**src/verilog/pxc_params.svh**
```systemverilog
/*
 * Register offsets, field positions, fixed field values and reset values
 * of the port extended-capability register block.
 * Assumes 12-bit configuration-space byte addresses, one word per register.
 */
`ifndef PXC_PARAMS_SVH
`define PXC_PARAMS_SVH

// register byte offsets
`define PXC_OFF_HDR_LOG_DW1   12'h11C
`define PXC_OFF_HDR_LOG_DW2   12'h120
`define PXC_OFF_HDR_LOG_DW3   12'h124
`define PXC_OFF_HDR_LOG_DW4   12'h128
`define PXC_OFF_SERIAL_HDR    12'h180
`define PXC_OFF_SERIAL_LOW    12'h184
`define PXC_OFF_SERIAL_HIGH   12'h188
`define PXC_OFF_VCHAN_HDR     12'h200
`define PXC_OFF_VCHAN_CAPS1   12'h204
`define PXC_OFF_ERR_INDEX     12'h1F0

// header-log window, word index range of the four doublewords
`define PXC_HDR_LOG_WORDS     3'h4

// capability header fields
`define PXC_CAP_ID_LSB        0
`define PXC_CAP_ID_MSB        15
`define PXC_CAP_VER_LSB       16
`define PXC_CAP_VER_MSB       19
`define PXC_NEXT_PTR_LSB      20
`define PXC_NEXT_PTR_MSB      31
`define PXC_SERIAL_CAP_ID     16'h0003
`define PXC_VCHAN_CAP_ID      16'h0002
`define PXC_CAP_VERSION       4'h1
`define PXC_NEXT_PTR_RESET    12'h000

// port vc capability 1 fields
`define PXC_EXTRA_VC_COUNT    3'h0
`define PXC_LOWPRIO_VC_COUNT  3'h0
`define PXC_ARB_TIME_BASE     2'h0
`define PXC_ENTRY_SIZE_1BIT   2'h0
`define PXC_ENTRY_SIZE_2BIT   2'h1
`define PXC_ENTRY_SIZE_4BIT   2'h2
`define PXC_ENTRY_SIZE_8BIT   2'h3

// first-error index register fields
`define PXC_ERR_INDEX_MSB     4
`define PXC_LOG_HELD_BIT      8

// reset values
`define PXC_WORD_RESET        32'h0000_0000
`define PXC_INDEX_RESET       5'h00

// axi response codes
`define PXC_RESP_OKAY         2'h0
`define PXC_RESP_SLVERR       2'h2

`endif

```
**src/verilog/pxc_pkg.sv**
```systemverilog
/*
 * Types of the port extended-capability register block: the state records
 * of the bus slave and of the register bank.
 * Assumes pxc_params.svh for the numeric constants.
 */
package pxc_pkg;

   // state of the axi4-lite front end
   typedef struct packed {
      logic        awready;
      logic        wready;
      logic        bvalid;
      logic [1:0]  bresp;
      logic        arready;
      logic        rvalid;
      logic [1:0]  rresp;
      logic [31:0] rdata;
      logic        have_aw;
      logic        have_w;
      logic        rd_pend;
      logic [11:0] waddr;
      logic [11:0] raddr;
      logic [31:0] wdata;
      logic [3:0]  wstrb;
   } pxc_axi_state_t;

   // state of the register bank
   typedef struct packed {
      logic [3:0][31:0] hdr_log;
      logic [4:0]       first_error_index;
      logic             log_held;
      logic [31:0]      serial_low;
      logic [31:0]      serial_high;
      logic [11:0]      serial_next_ptr;
      logic [11:0]      vchan_next_ptr;
      logic             upstream;
   } pxc_bank_state_t;

endpackage

```
**src/verilog/pxc_reg_if.sv**
```systemverilog
/*
 * Internal register access port between the bus front end and the bank.
 * Assumes one clock; requests are single-cycle strobes, answers are
 * combinational in the same cycle.
 */
`timescale 1ns/10ps
interface pxc_reg_if;
   logic        wr_en;
   logic [11:0] wr_addr;
   logic [31:0] wr_data;
   logic [3:0]  wr_strb;
   logic        wr_hit;
   logic        rd_en;
   logic [11:0] rd_addr;
   logic [31:0] rd_data;
   logic        rd_hit;

   modport bus_side (
      output wr_en, wr_addr, wr_data, wr_strb, rd_en, rd_addr,
      input  wr_hit, rd_data, rd_hit
   );
   modport bank_side (
      input  wr_en, wr_addr, wr_data, wr_strb, rd_en, rd_addr,
      output wr_hit, rd_data, rd_hit
   );
endinterface // pxc_reg_if

```
**src/verilog/pxc_ext_cap_regs.sv**
```systemverilog
/*
 * Port extended-capability register bank of a switch port: the error
 * header log, the serial number capability and the head of the virtual
 * channel capability, reached over AXI4-Lite.
 * Assumes reset_n is the power-on reset; port_reset is the ordinary
 * (non power-on) reset, which leaves sticky fields untouched. All inputs
 * come from logic on clk.
 */
// Chosen here: the AXI4-Lite interface to the registers.
`timescale 1ns/10ps
module pxc_ext_cap_regs
   import pxc_pkg::*;
(
   input  wire logic         clk,
   input  wire logic         reset_n,
   input  wire logic         port_reset,
   input  wire logic         write_lock,
   input  wire logic         is_upstream,
   input  wire logic         err_report,
   input  wire logic [127:0] err_header,
   input  wire logic [4:0]   err_status_bit,
   input  wire logic         err_log_rearm,
   output logic              log_held,
   input  wire logic [11:0]  s_axi_awaddr,
   input  wire logic         s_axi_awvalid,
   output logic              s_axi_awready,
   input  wire logic [31:0]  s_axi_wdata,
   input  wire logic [3:0]   s_axi_wstrb,
   input  wire logic         s_axi_wvalid,
   output logic              s_axi_wready,
   output logic [1:0]        s_axi_bresp,
   output logic              s_axi_bvalid,
   input  wire logic         s_axi_bready,
   input  wire logic [11:0]  s_axi_araddr,
   input  wire logic         s_axi_arvalid,
   output logic              s_axi_arready,
   output logic [31:0]       s_axi_rdata,
   output logic [1:0]        s_axi_rresp,
   output logic              s_axi_rvalid,
   input  wire logic         s_axi_rready
);
`include "pxc_params.svh"

   pxc_reg_if       regs ();
   pxc_bank_state_t st;
   pxc_bank_state_t next_st;
   logic [31:0]     merged;
   logic [31:0]     rd_word;
   logic            rd_hit;
   logic            wr_hit;
   logic            log_hit;
   logic [1:0]      log_sel;

   // byte-lane merge of a write into an old word
   function automatic logic [31:0] lane_merge(
      input logic [31:0] old_word,
      input logic [31:0] new_word,
      input logic [3:0]  strb
   );
      logic [31:0] res;
      res = old_word;
      for (int i = 0; i < 4; i++) begin
         if (strb[i]) begin
            res[i*8 +: 8] = new_word[i*8 +: 8];
         end
      end
      return res;
   endfunction

   // header-log window match: word-aligned and inside the four words
   function automatic logic in_log_window(input logic [11:0] addr);
      logic [11:0] delta;
      delta = addr - `PXC_OFF_HDR_LOG_DW1;
      return (addr >= `PXC_OFF_HDR_LOG_DW1) &&
             (delta[11:2] < {7'h00, `PXC_HDR_LOG_WORDS}) &&
             (delta[1:0] == 2'h0);
   endfunction

   // capability header word from its fixed id and its pointer
   function automatic logic [31:0] cap_header(
      input logic [15:0] cap_id,
      input logic [11:0] next_ptr
   );
      logic [31:0] w;
      w = `PXC_WORD_RESET;
      w[`PXC_CAP_ID_MSB:`PXC_CAP_ID_LSB]     = cap_id;
      w[`PXC_CAP_VER_MSB:`PXC_CAP_VER_LSB]   = `PXC_CAP_VERSION;
      w[`PXC_NEXT_PTR_MSB:`PXC_NEXT_PTR_LSB] = next_ptr;
      return w;
   endfunction

   // header-log word select shared by reads
   assign log_hit = in_log_window(regs.rd_addr);
   assign log_sel = 2'((regs.rd_addr - `PXC_OFF_HDR_LOG_DW1) >> 2);

   // read decode; unmapped addresses read zero with an error answer
   always_comb begin
      rd_word = `PXC_WORD_RESET;
      rd_hit  = 1'b1;
      if (log_hit) begin
         rd_word = st.hdr_log[log_sel];
      end else begin
         unique case (regs.rd_addr)
            `PXC_OFF_SERIAL_HDR: begin
               rd_word = cap_header(`PXC_SERIAL_CAP_ID,
                                    st.serial_next_ptr);
            end
            `PXC_OFF_SERIAL_LOW: begin
               rd_word = st.serial_low;
            end
            `PXC_OFF_SERIAL_HIGH: begin
               rd_word = st.serial_high;
            end
            `PXC_OFF_VCHAN_HDR: begin
               rd_word = cap_header(`PXC_VCHAN_CAP_ID,
                                    st.vchan_next_ptr);
            end
            `PXC_OFF_VCHAN_CAPS1: begin
               // fixed fields; bits 3, 7 and 31:12 stay zero
               rd_word[2:0]   = `PXC_EXTRA_VC_COUNT;
               rd_word[6:4]   = `PXC_LOWPRIO_VC_COUNT;
               rd_word[9:8]   = `PXC_ARB_TIME_BASE;
               // upstream table uses 4-bit entries
               rd_word[11:10] = st.upstream ?
                                `PXC_ENTRY_SIZE_4BIT :
                                `PXC_ENTRY_SIZE_1BIT;
            end
            `PXC_OFF_ERR_INDEX: begin
               rd_word[`PXC_ERR_INDEX_MSB:0] =
                  st.first_error_index;
               rd_word[`PXC_LOG_HELD_BIT] = st.log_held;
            end
            default: begin
               rd_hit = 1'b0;
            end
         endcase
      end
   end

   assign regs.rd_data = rd_word;
   assign regs.rd_hit  = rd_hit;

   // write decode: read-only words answer okay and change nothing
   always_comb begin
      unique case (regs.wr_addr)
         `PXC_OFF_SERIAL_HDR,
         `PXC_OFF_SERIAL_LOW,
         `PXC_OFF_SERIAL_HIGH,
         `PXC_OFF_VCHAN_HDR,
         `PXC_OFF_VCHAN_CAPS1,
         `PXC_OFF_ERR_INDEX: begin
            wr_hit = 1'b1;
         end
         default: begin
            wr_hit = in_log_window(regs.wr_addr);
         end
      endcase
   end

   assign regs.wr_hit = wr_hit;

   // incoming write after byte-lane merge against the target's old value
   always_comb begin
      unique case (regs.wr_addr)
         `PXC_OFF_SERIAL_LOW: begin
            merged = lane_merge(st.serial_low, regs.wr_data, regs.wr_strb);
         end
         `PXC_OFF_SERIAL_HIGH: begin
            merged = lane_merge(st.serial_high, regs.wr_data, regs.wr_strb);
         end
         `PXC_OFF_SERIAL_HDR: begin
            merged = lane_merge(cap_header(`PXC_SERIAL_CAP_ID,
                                           st.serial_next_ptr),
                                regs.wr_data, regs.wr_strb);
         end
         `PXC_OFF_VCHAN_HDR: begin
            merged = lane_merge(cap_header(`PXC_VCHAN_CAP_ID,
                                           st.vchan_next_ptr),
                                regs.wr_data, regs.wr_strb);
         end
         default: begin
            merged = regs.wr_data;
         end
      endcase
   end

   // bank next state: capture, software writes, ordinary reset, power-on
   always_comb begin
      next_st = st;

      // software re-arms the log; a report in the same cycle still lands
      if (err_log_rearm) begin
         next_st.log_held = 1'b0;
      end
      if (err_report && (!st.log_held || err_log_rearm)) begin
         for (int i = 0; i < 4; i++) begin
            next_st.hdr_log[i] = err_header[i*32 +: 32];
         end
         next_st.first_error_index = err_status_bit;
         next_st.log_held          = 1'b1;
      end

      // lockable fields only move while the lock is open
      if (regs.wr_en && !write_lock) begin
         unique case (regs.wr_addr)
            `PXC_OFF_SERIAL_LOW: begin
               next_st.serial_low = merged;
            end
            `PXC_OFF_SERIAL_HIGH: begin
               next_st.serial_high = merged;
            end
            `PXC_OFF_SERIAL_HDR: begin
               next_st.serial_next_ptr =
                  merged[`PXC_NEXT_PTR_MSB:`PXC_NEXT_PTR_LSB];
            end
            `PXC_OFF_VCHAN_HDR: begin
               next_st.vchan_next_ptr =
                  merged[`PXC_NEXT_PTR_MSB:`PXC_NEXT_PTR_LSB];
            end
            default: begin
               // read-only and reserved words ignore writes
            end
         endcase
      end

      // ordinary reset clears only the non-sticky pointers
      if (port_reset) begin
         next_st.serial_next_ptr = `PXC_NEXT_PTR_RESET;
         next_st.vchan_next_ptr  = `PXC_NEXT_PTR_RESET;
      end

      // power-on reset clears all; strap is caught while reset is held
      if (!reset_n) begin
         next_st                   = '0;
         next_st.hdr_log           = '0;
         next_st.first_error_index = `PXC_INDEX_RESET;
         next_st.serial_low        = `PXC_WORD_RESET;
         next_st.serial_high       = `PXC_WORD_RESET;
         next_st.serial_next_ptr   = `PXC_NEXT_PTR_RESET;
         next_st.vchan_next_ptr    = `PXC_NEXT_PTR_RESET;
         next_st.upstream          = is_upstream;
      end
   end

   // single state register of the bank
   always_ff @(posedge clk) begin
      st <= next_st;
   end

   assign log_held = st.log_held;

   // bus front end
   pxc_axil_slave u_bus (
      .clk           (clk),
      .reset_n       (reset_n),
      .s_axi_awaddr  (s_axi_awaddr),
      .s_axi_awvalid (s_axi_awvalid),
      .s_axi_awready (s_axi_awready),
      .s_axi_wdata   (s_axi_wdata),
      .s_axi_wstrb   (s_axi_wstrb),
      .s_axi_wvalid  (s_axi_wvalid),
      .s_axi_wready  (s_axi_wready),
      .s_axi_bresp   (s_axi_bresp),
      .s_axi_bvalid  (s_axi_bvalid),
      .s_axi_bready  (s_axi_bready),
      .s_axi_araddr  (s_axi_araddr),
      .s_axi_arvalid (s_axi_arvalid),
      .s_axi_arready (s_axi_arready),
      .s_axi_rdata   (s_axi_rdata),
      .s_axi_rresp   (s_axi_rresp),
      .s_axi_rvalid  (s_axi_rvalid),
      .s_axi_rready  (s_axi_rready),
      .regs          (regs.bus_side)
   );

endmodule // pxc_ext_cap_regs

```
**src/verilog/pxc_axil_slave.sv**
```systemverilog
/*
 * AXI4-Lite slave front end: takes address and data in either order,
 * issues one strobe to the bank, answers one cycle later.
 * Assumes a master that keeps one write and one read under way at a time.
 */
`timescale 1ns/10ps
module pxc_axil_slave
   import pxc_pkg::*;
(
   input  wire logic        clk,
   input  wire logic        reset_n,
   input  wire logic [11:0] s_axi_awaddr,
   input  wire logic        s_axi_awvalid,
   output logic             s_axi_awready,
   input  wire logic [31:0] s_axi_wdata,
   input  wire logic [3:0]  s_axi_wstrb,
   input  wire logic        s_axi_wvalid,
   output logic             s_axi_wready,
   output logic [1:0]       s_axi_bresp,
   output logic             s_axi_bvalid,
   input  wire logic        s_axi_bready,
   input  wire logic [11:0] s_axi_araddr,
   input  wire logic        s_axi_arvalid,
   output logic             s_axi_arready,
   output logic [31:0]      s_axi_rdata,
   output logic [1:0]       s_axi_rresp,
   output logic             s_axi_rvalid,
   input  wire logic        s_axi_rready,
   pxc_reg_if.bus_side      regs
);
`include "pxc_params.svh"

   pxc_axi_state_t st;
   pxc_axi_state_t next_st;
   logic           do_write;

   // write fires once both halves are held and the last answer is gone
   assign do_write      = st.have_aw && st.have_w && !st.bvalid;
   assign regs.wr_en    = do_write;
   assign regs.wr_addr  = st.waddr;
   assign regs.wr_data  = st.wdata;
   assign regs.wr_strb  = st.wstrb;
   assign regs.rd_en    = st.rd_pend;
   assign regs.rd_addr  = st.raddr;

   // next-state logic of both channels
   always_comb begin
      next_st = st;
      if (s_axi_awvalid && st.awready) begin
         next_st.have_aw = 1'b1;
         next_st.waddr   = s_axi_awaddr;
      end
      if (s_axi_wvalid && st.wready) begin
         next_st.have_w = 1'b1;
         next_st.wdata  = s_axi_wdata;
         next_st.wstrb  = s_axi_wstrb;
      end
      if (st.bvalid && s_axi_bready) begin
         next_st.bvalid = 1'b0;
      end
      if (do_write) begin
         next_st.have_aw = 1'b0;
         next_st.have_w  = 1'b0;
         next_st.bvalid  = 1'b1;
         next_st.bresp   = regs.wr_hit ? `PXC_RESP_OKAY : `PXC_RESP_SLVERR;
      end
      if (s_axi_arvalid && st.arready) begin
         next_st.rd_pend = 1'b1;
         next_st.raddr   = s_axi_araddr;
      end
      if (st.rvalid && s_axi_rready) begin
         next_st.rvalid = 1'b0;
      end
      if (st.rd_pend) begin
         next_st.rd_pend = 1'b0;
         next_st.rvalid  = 1'b1;
         next_st.rdata   = regs.rd_data;
         next_st.rresp   = regs.rd_hit ? `PXC_RESP_OKAY : `PXC_RESP_SLVERR;
      end
      // readies from flops, so they drop the cycle a request is taken
      next_st.awready = !next_st.have_aw;
      next_st.wready  = !next_st.have_w;
      next_st.arready = !next_st.rd_pend && !next_st.rvalid;
      if (!reset_n) begin
         next_st = '0;
      end
   end

   // single state register
   always_ff @(posedge clk) begin
      st <= next_st;
   end

   assign s_axi_awready = st.awready;
   assign s_axi_wready  = st.wready;
   assign s_axi_bvalid  = st.bvalid;
   assign s_axi_bresp   = st.bresp;
   assign s_axi_arready = st.arready;
   assign s_axi_rvalid  = st.rvalid;
   assign s_axi_rdata   = st.rdata;
   assign s_axi_rresp   = st.rresp;

endmodule // pxc_axil_slave

```
**config.mk**
```make
export PLATFORM = sky130hd
export DESIGN_NAME = pxc_ext_cap_regs
export DESIGN_NICKNAME = d
export VERILOG_FILES = /design/src/verilog/pxc_pkg.sv /design/src/verilog/pxc_reg_if.sv /design/src/verilog/pxc_ext_cap_regs.sv /design/src/verilog/pxc_axil_slave.sv
export VERILOG_INCLUDE_DIRS = /design/src /design/src/verilog
export SDC_FILE = /design/constraint.sdc
export NUM_CORES = 1
export LEC_CHECK = 0
export BUFFER_PORTS_ARGS = -buffer_cell sky130_fd_sc_hd__buf_2
export CORE_MARGIN = 2
export CORE_UTILIZATION = 40
export CTS_BUF_LIST = sky130_fd_sc_hd__clkbuf_4 sky130_fd_sc_hd__clkbuf_8
export DETAILED_ROUTE_END_ITERATION = 8
export GPL_TIMING_DRIVEN = 0
export PLACE_DENSITY = 0.63
export SLEW_MARGIN = 10
export SYNTH_ARGS = -nofsm -noshare
export SYNTH_HDL_FRONTEND = slang
export SYNTH_SLANG_ARGS = --single-unit
```
**constraint.sdc**
```tcl
create_clock -name clk -period 3.45 [get_ports clk]
set_input_delay 0.69 -clock clk [delete_from_list [all_inputs] [get_ports clk]]
set_output_delay 0.69 -clock clk [all_outputs]
set_load 0.01 [all_outputs]
```
==> qor.csv <==
metric,value,unit
status,completed,
layout_common_cells,"nand2_1 (455), dfxtp_1 (324), buf_2 (251)",
drc_errors,0,
root_buffer,clkbuf_8,
drt-wirelength-per-cell,20.1,microns
core,0.0347,sq mm
required,3.90,ns
ios,247,
hold_class,in2reg,
nNetsFinal,2177,
post-cts-setup-buffers,0,
async_flop_share,0,%
synth_warnings,0,
yosys.area.top_type,dfxtp_1,
final_common_cell,nand2_1,
pre_cts_ws,-0.790,ns
finalHoldViolCount,0,
drtIter0Drc,1179,
yosys.area.top_type_share,45.8,%
fin_skew,0.0254,ns
crit_path_end_kind,register,
synth_edf_count,1,
htreeDepth,2,
fin_area,0.0171,sq mm
synth_cells,1668,
timing.final.crit_period,3.26,ns
ys_types,71,
die_h,192,microns
via_per_inst,5.56,
synthesis.area,0.0141,sq mm
die_area,0.0369,sq mm
antennaDiodeCount,0,
vias,13700,
final.period_utilization,94.4,%
grt_usage,26.4,%
worstSetupPathType,reg2reg,
first_pass_iters,8,
area_delta_synth_final,21.0,%
antenna_found_initial,0,
cts_sinks,325,
drtAntennaViolNets,0,
grt_pass1_vias,13300,
synth_area_leaders,"dfxtp_1 (46%), nand2_1 (12%), a21oi_1 (7.8%)",
critPathLaunchType,register,
finalSetupViolations,0,
grt_max_degree,16,
slew_violations,0,
drv_cap,0,
avgSynthCellArea,8.48,sq um
place.gp.congestion,0.894,
path_clk_slew,0.07,ns
cts_hold_buf,0,
synth_seq_cells,325,
fillers,3458,
whs,0.280,ns
timing.final.ws_setup,0.192,ns
tightest_slew,1.36,ns
power,0.00850,W
cts_tree,yes,
powerDensity,496,mW/mm^2
die_w,192,microns
setup-tns-final,0,ns
dpl.hpwl,37.3,mm
io_buffers,244,
start_util,40.8,%
grt_setup_unrepaired,false,
place_area,0.0159,sq mm
ctsLongestPathBuffers,3,
grt_pass1_wl,75.1,mm
r2r-start,u_bus.regs.rd_addr[2]$_SDFFE_PN0P_,
vdd_drop_max,0.000248,V
power.leakage,6.64,nW
min_from,is_upstream,
fmax,307,MHz
cts_made_buffers,53,
drive_gt1_share,22.1,%
drt_wl_total,49.4,mm
cp_cell_sequence,"clkbuf_2, clkbuf_4, inv_1, ha_1, nor3b_4, clkbuf_1, a22o_1, a222oi_1, a31oi_1",
cpMaxStageDelayCell,a222oi_1,
max_slew_margin,9.32,%
insertion_delay,0.61,ns
critical_path.startpoint,u_bus.regs.rd_addr[2]$_SDFFE_PN0P_,
critical_path.max_stage_delay,0.66,ns
cp.arrival,3.71,ns
rows,68,
yosysSeqAreaShare,46.1,%
synthFlopType,dfxtp_1,
worstPathMaxFanout,10,
grt.overflow.total,0,
## metal layers
layer	vias to the layer above	wire length (microns)	global-route usage, %
li1	6493	-	-
met1	6535	21500	35.7
met4	0	937	6.64
met5	-	0	0
met3	77	3890	4.66
met2	588	23100	43.7
## metrics by stage
| step | utilization, % | cells |
|---|---|---|
| final | 49.3 | 2464 |
| after global routing | 49.3 | 2464 |
| after CTS | 49.3 | 2464 |
| after detailed placement | 45.9 | 2368 |
| after global placement | 45.9 | 2368 |
| after floorplan | - | 1669 |
## cell usage after synthesis (all sizes together) (3+ instances only)
cell type / number
a211oi: 7
a21boi: 5
a21oi: 221
a221o: 18
a221oi: 7
a222oi: 13
a22o: 36
a22oi: 17
a2bb2oi: 8
a31oi: 25
a32o: 3
and2: 9
and3: 3
and3b: 6
buf: 51
clkbuf: 116
dfxtp: 324
ha: 4
inv: 12
mux2i: 20
mux4: 32
nand2: 455
nand2b: 4
nand3: 30
nand3b: 18
nand4: 3
nand4b: 4
nor2: 38
nor2b: 10
nor3: 6
nor3b: 4
nor4: 12
nor4b: 3
o2111a: 8
o21ai: 74
o22ai: 17
o2bb2ai: 9
o31ai: 4
or3: 5
or3b: 3
or4b: 3
## state kept, by name, indices dropped and copies added (netlist names)
name                 flops
u_bus.regs.wr_strb       4
u_bus.s_axi_arready      1
u_bus.regs.wr_data      32
u_bus.s_axi_wready       1
u_bus.s_axi_bvalid       1
u_bus.regs.wr_addr      12
u_bus.s_axi_rdata       32
u_bus.regs.rd_addr      12
u_bus.regs.rd_en         1
st                     222
u_bus.s_axi_rresp        1
u_bus.s_axi_awready      1
u_bus.s_axi_rvalid       1
u_bus.s_axi_bresp        1
log_held                 1
u_bus.st                 2
## cells by family after synthesis
logic type / count (synthesis) / share of synthesized area, %
buffers and inverters: 180 / 5.95
adder cells (fa/ha/maj): 4 / 0.354
flip-flops: 325 / 46.1
AO/OA/AOI/OAI: 485 / 21.8
multiplexers: 52 / 6.51
AND/OR/NAND/NOR: 621 / 19.3
other: 1 / 0.0265
## layout make-up
type                       count  area, sq um  share of cell area (%)
multi-input combinational   1164         6810                    39.8
sequential                   325         6520                    38.1
timing repair buffer         244         1220                    7.13
clock buffer                  86         1080                    6.33
buffer                       167          803                    4.69
tap                          455          569                    3.33
clock inverter                10         71.3                   0.417
inverter                      13         48.8                   0.285
## repair_timing
item | CTS | global route
setup endpoints to repair | 32 | 11
gates resized for setup | 4 | 7
pin swaps | 0 | 1
## worst paths after layout
check | endpoint | slack (ns) | cells past startpoint
max | u_bus.s_axi_rdata[25]$_SDFFE_PN0P_ | 0.19 | 9
min | st[0]$_DFFE_PN_ | 0.28 | 1
max reg2reg | u_bus.s_axi_rdata[25]$_SDFFE_PN0P_ | 0.19 | 9
min reg2reg | st[162]$_SDFFE_PN0P_ | 0.45 | 2
## where the power goes
part | switching [W] | internal [W]
Combinational | 0.000550 | 0.000354
Clock | 0.00158 | 0.00199
Sequential | 0.000112 | 0.00391
## worst max-delay path, delay by kind of cell (launching register included)
| family | cells | cell delay [ns] |
|---|---|---|
| buffers and inverters | 4 | 1.11 |
| adders and majority gates | 1 | 0.23 |
| DFF | 1 | 0.42 |
| AOI/OAI and AO/OA | 3 | 1.12 |
| and+or+nand+nor | 1 | 0.21 |
Note: power is estimated with default switching activity, not from simulation.
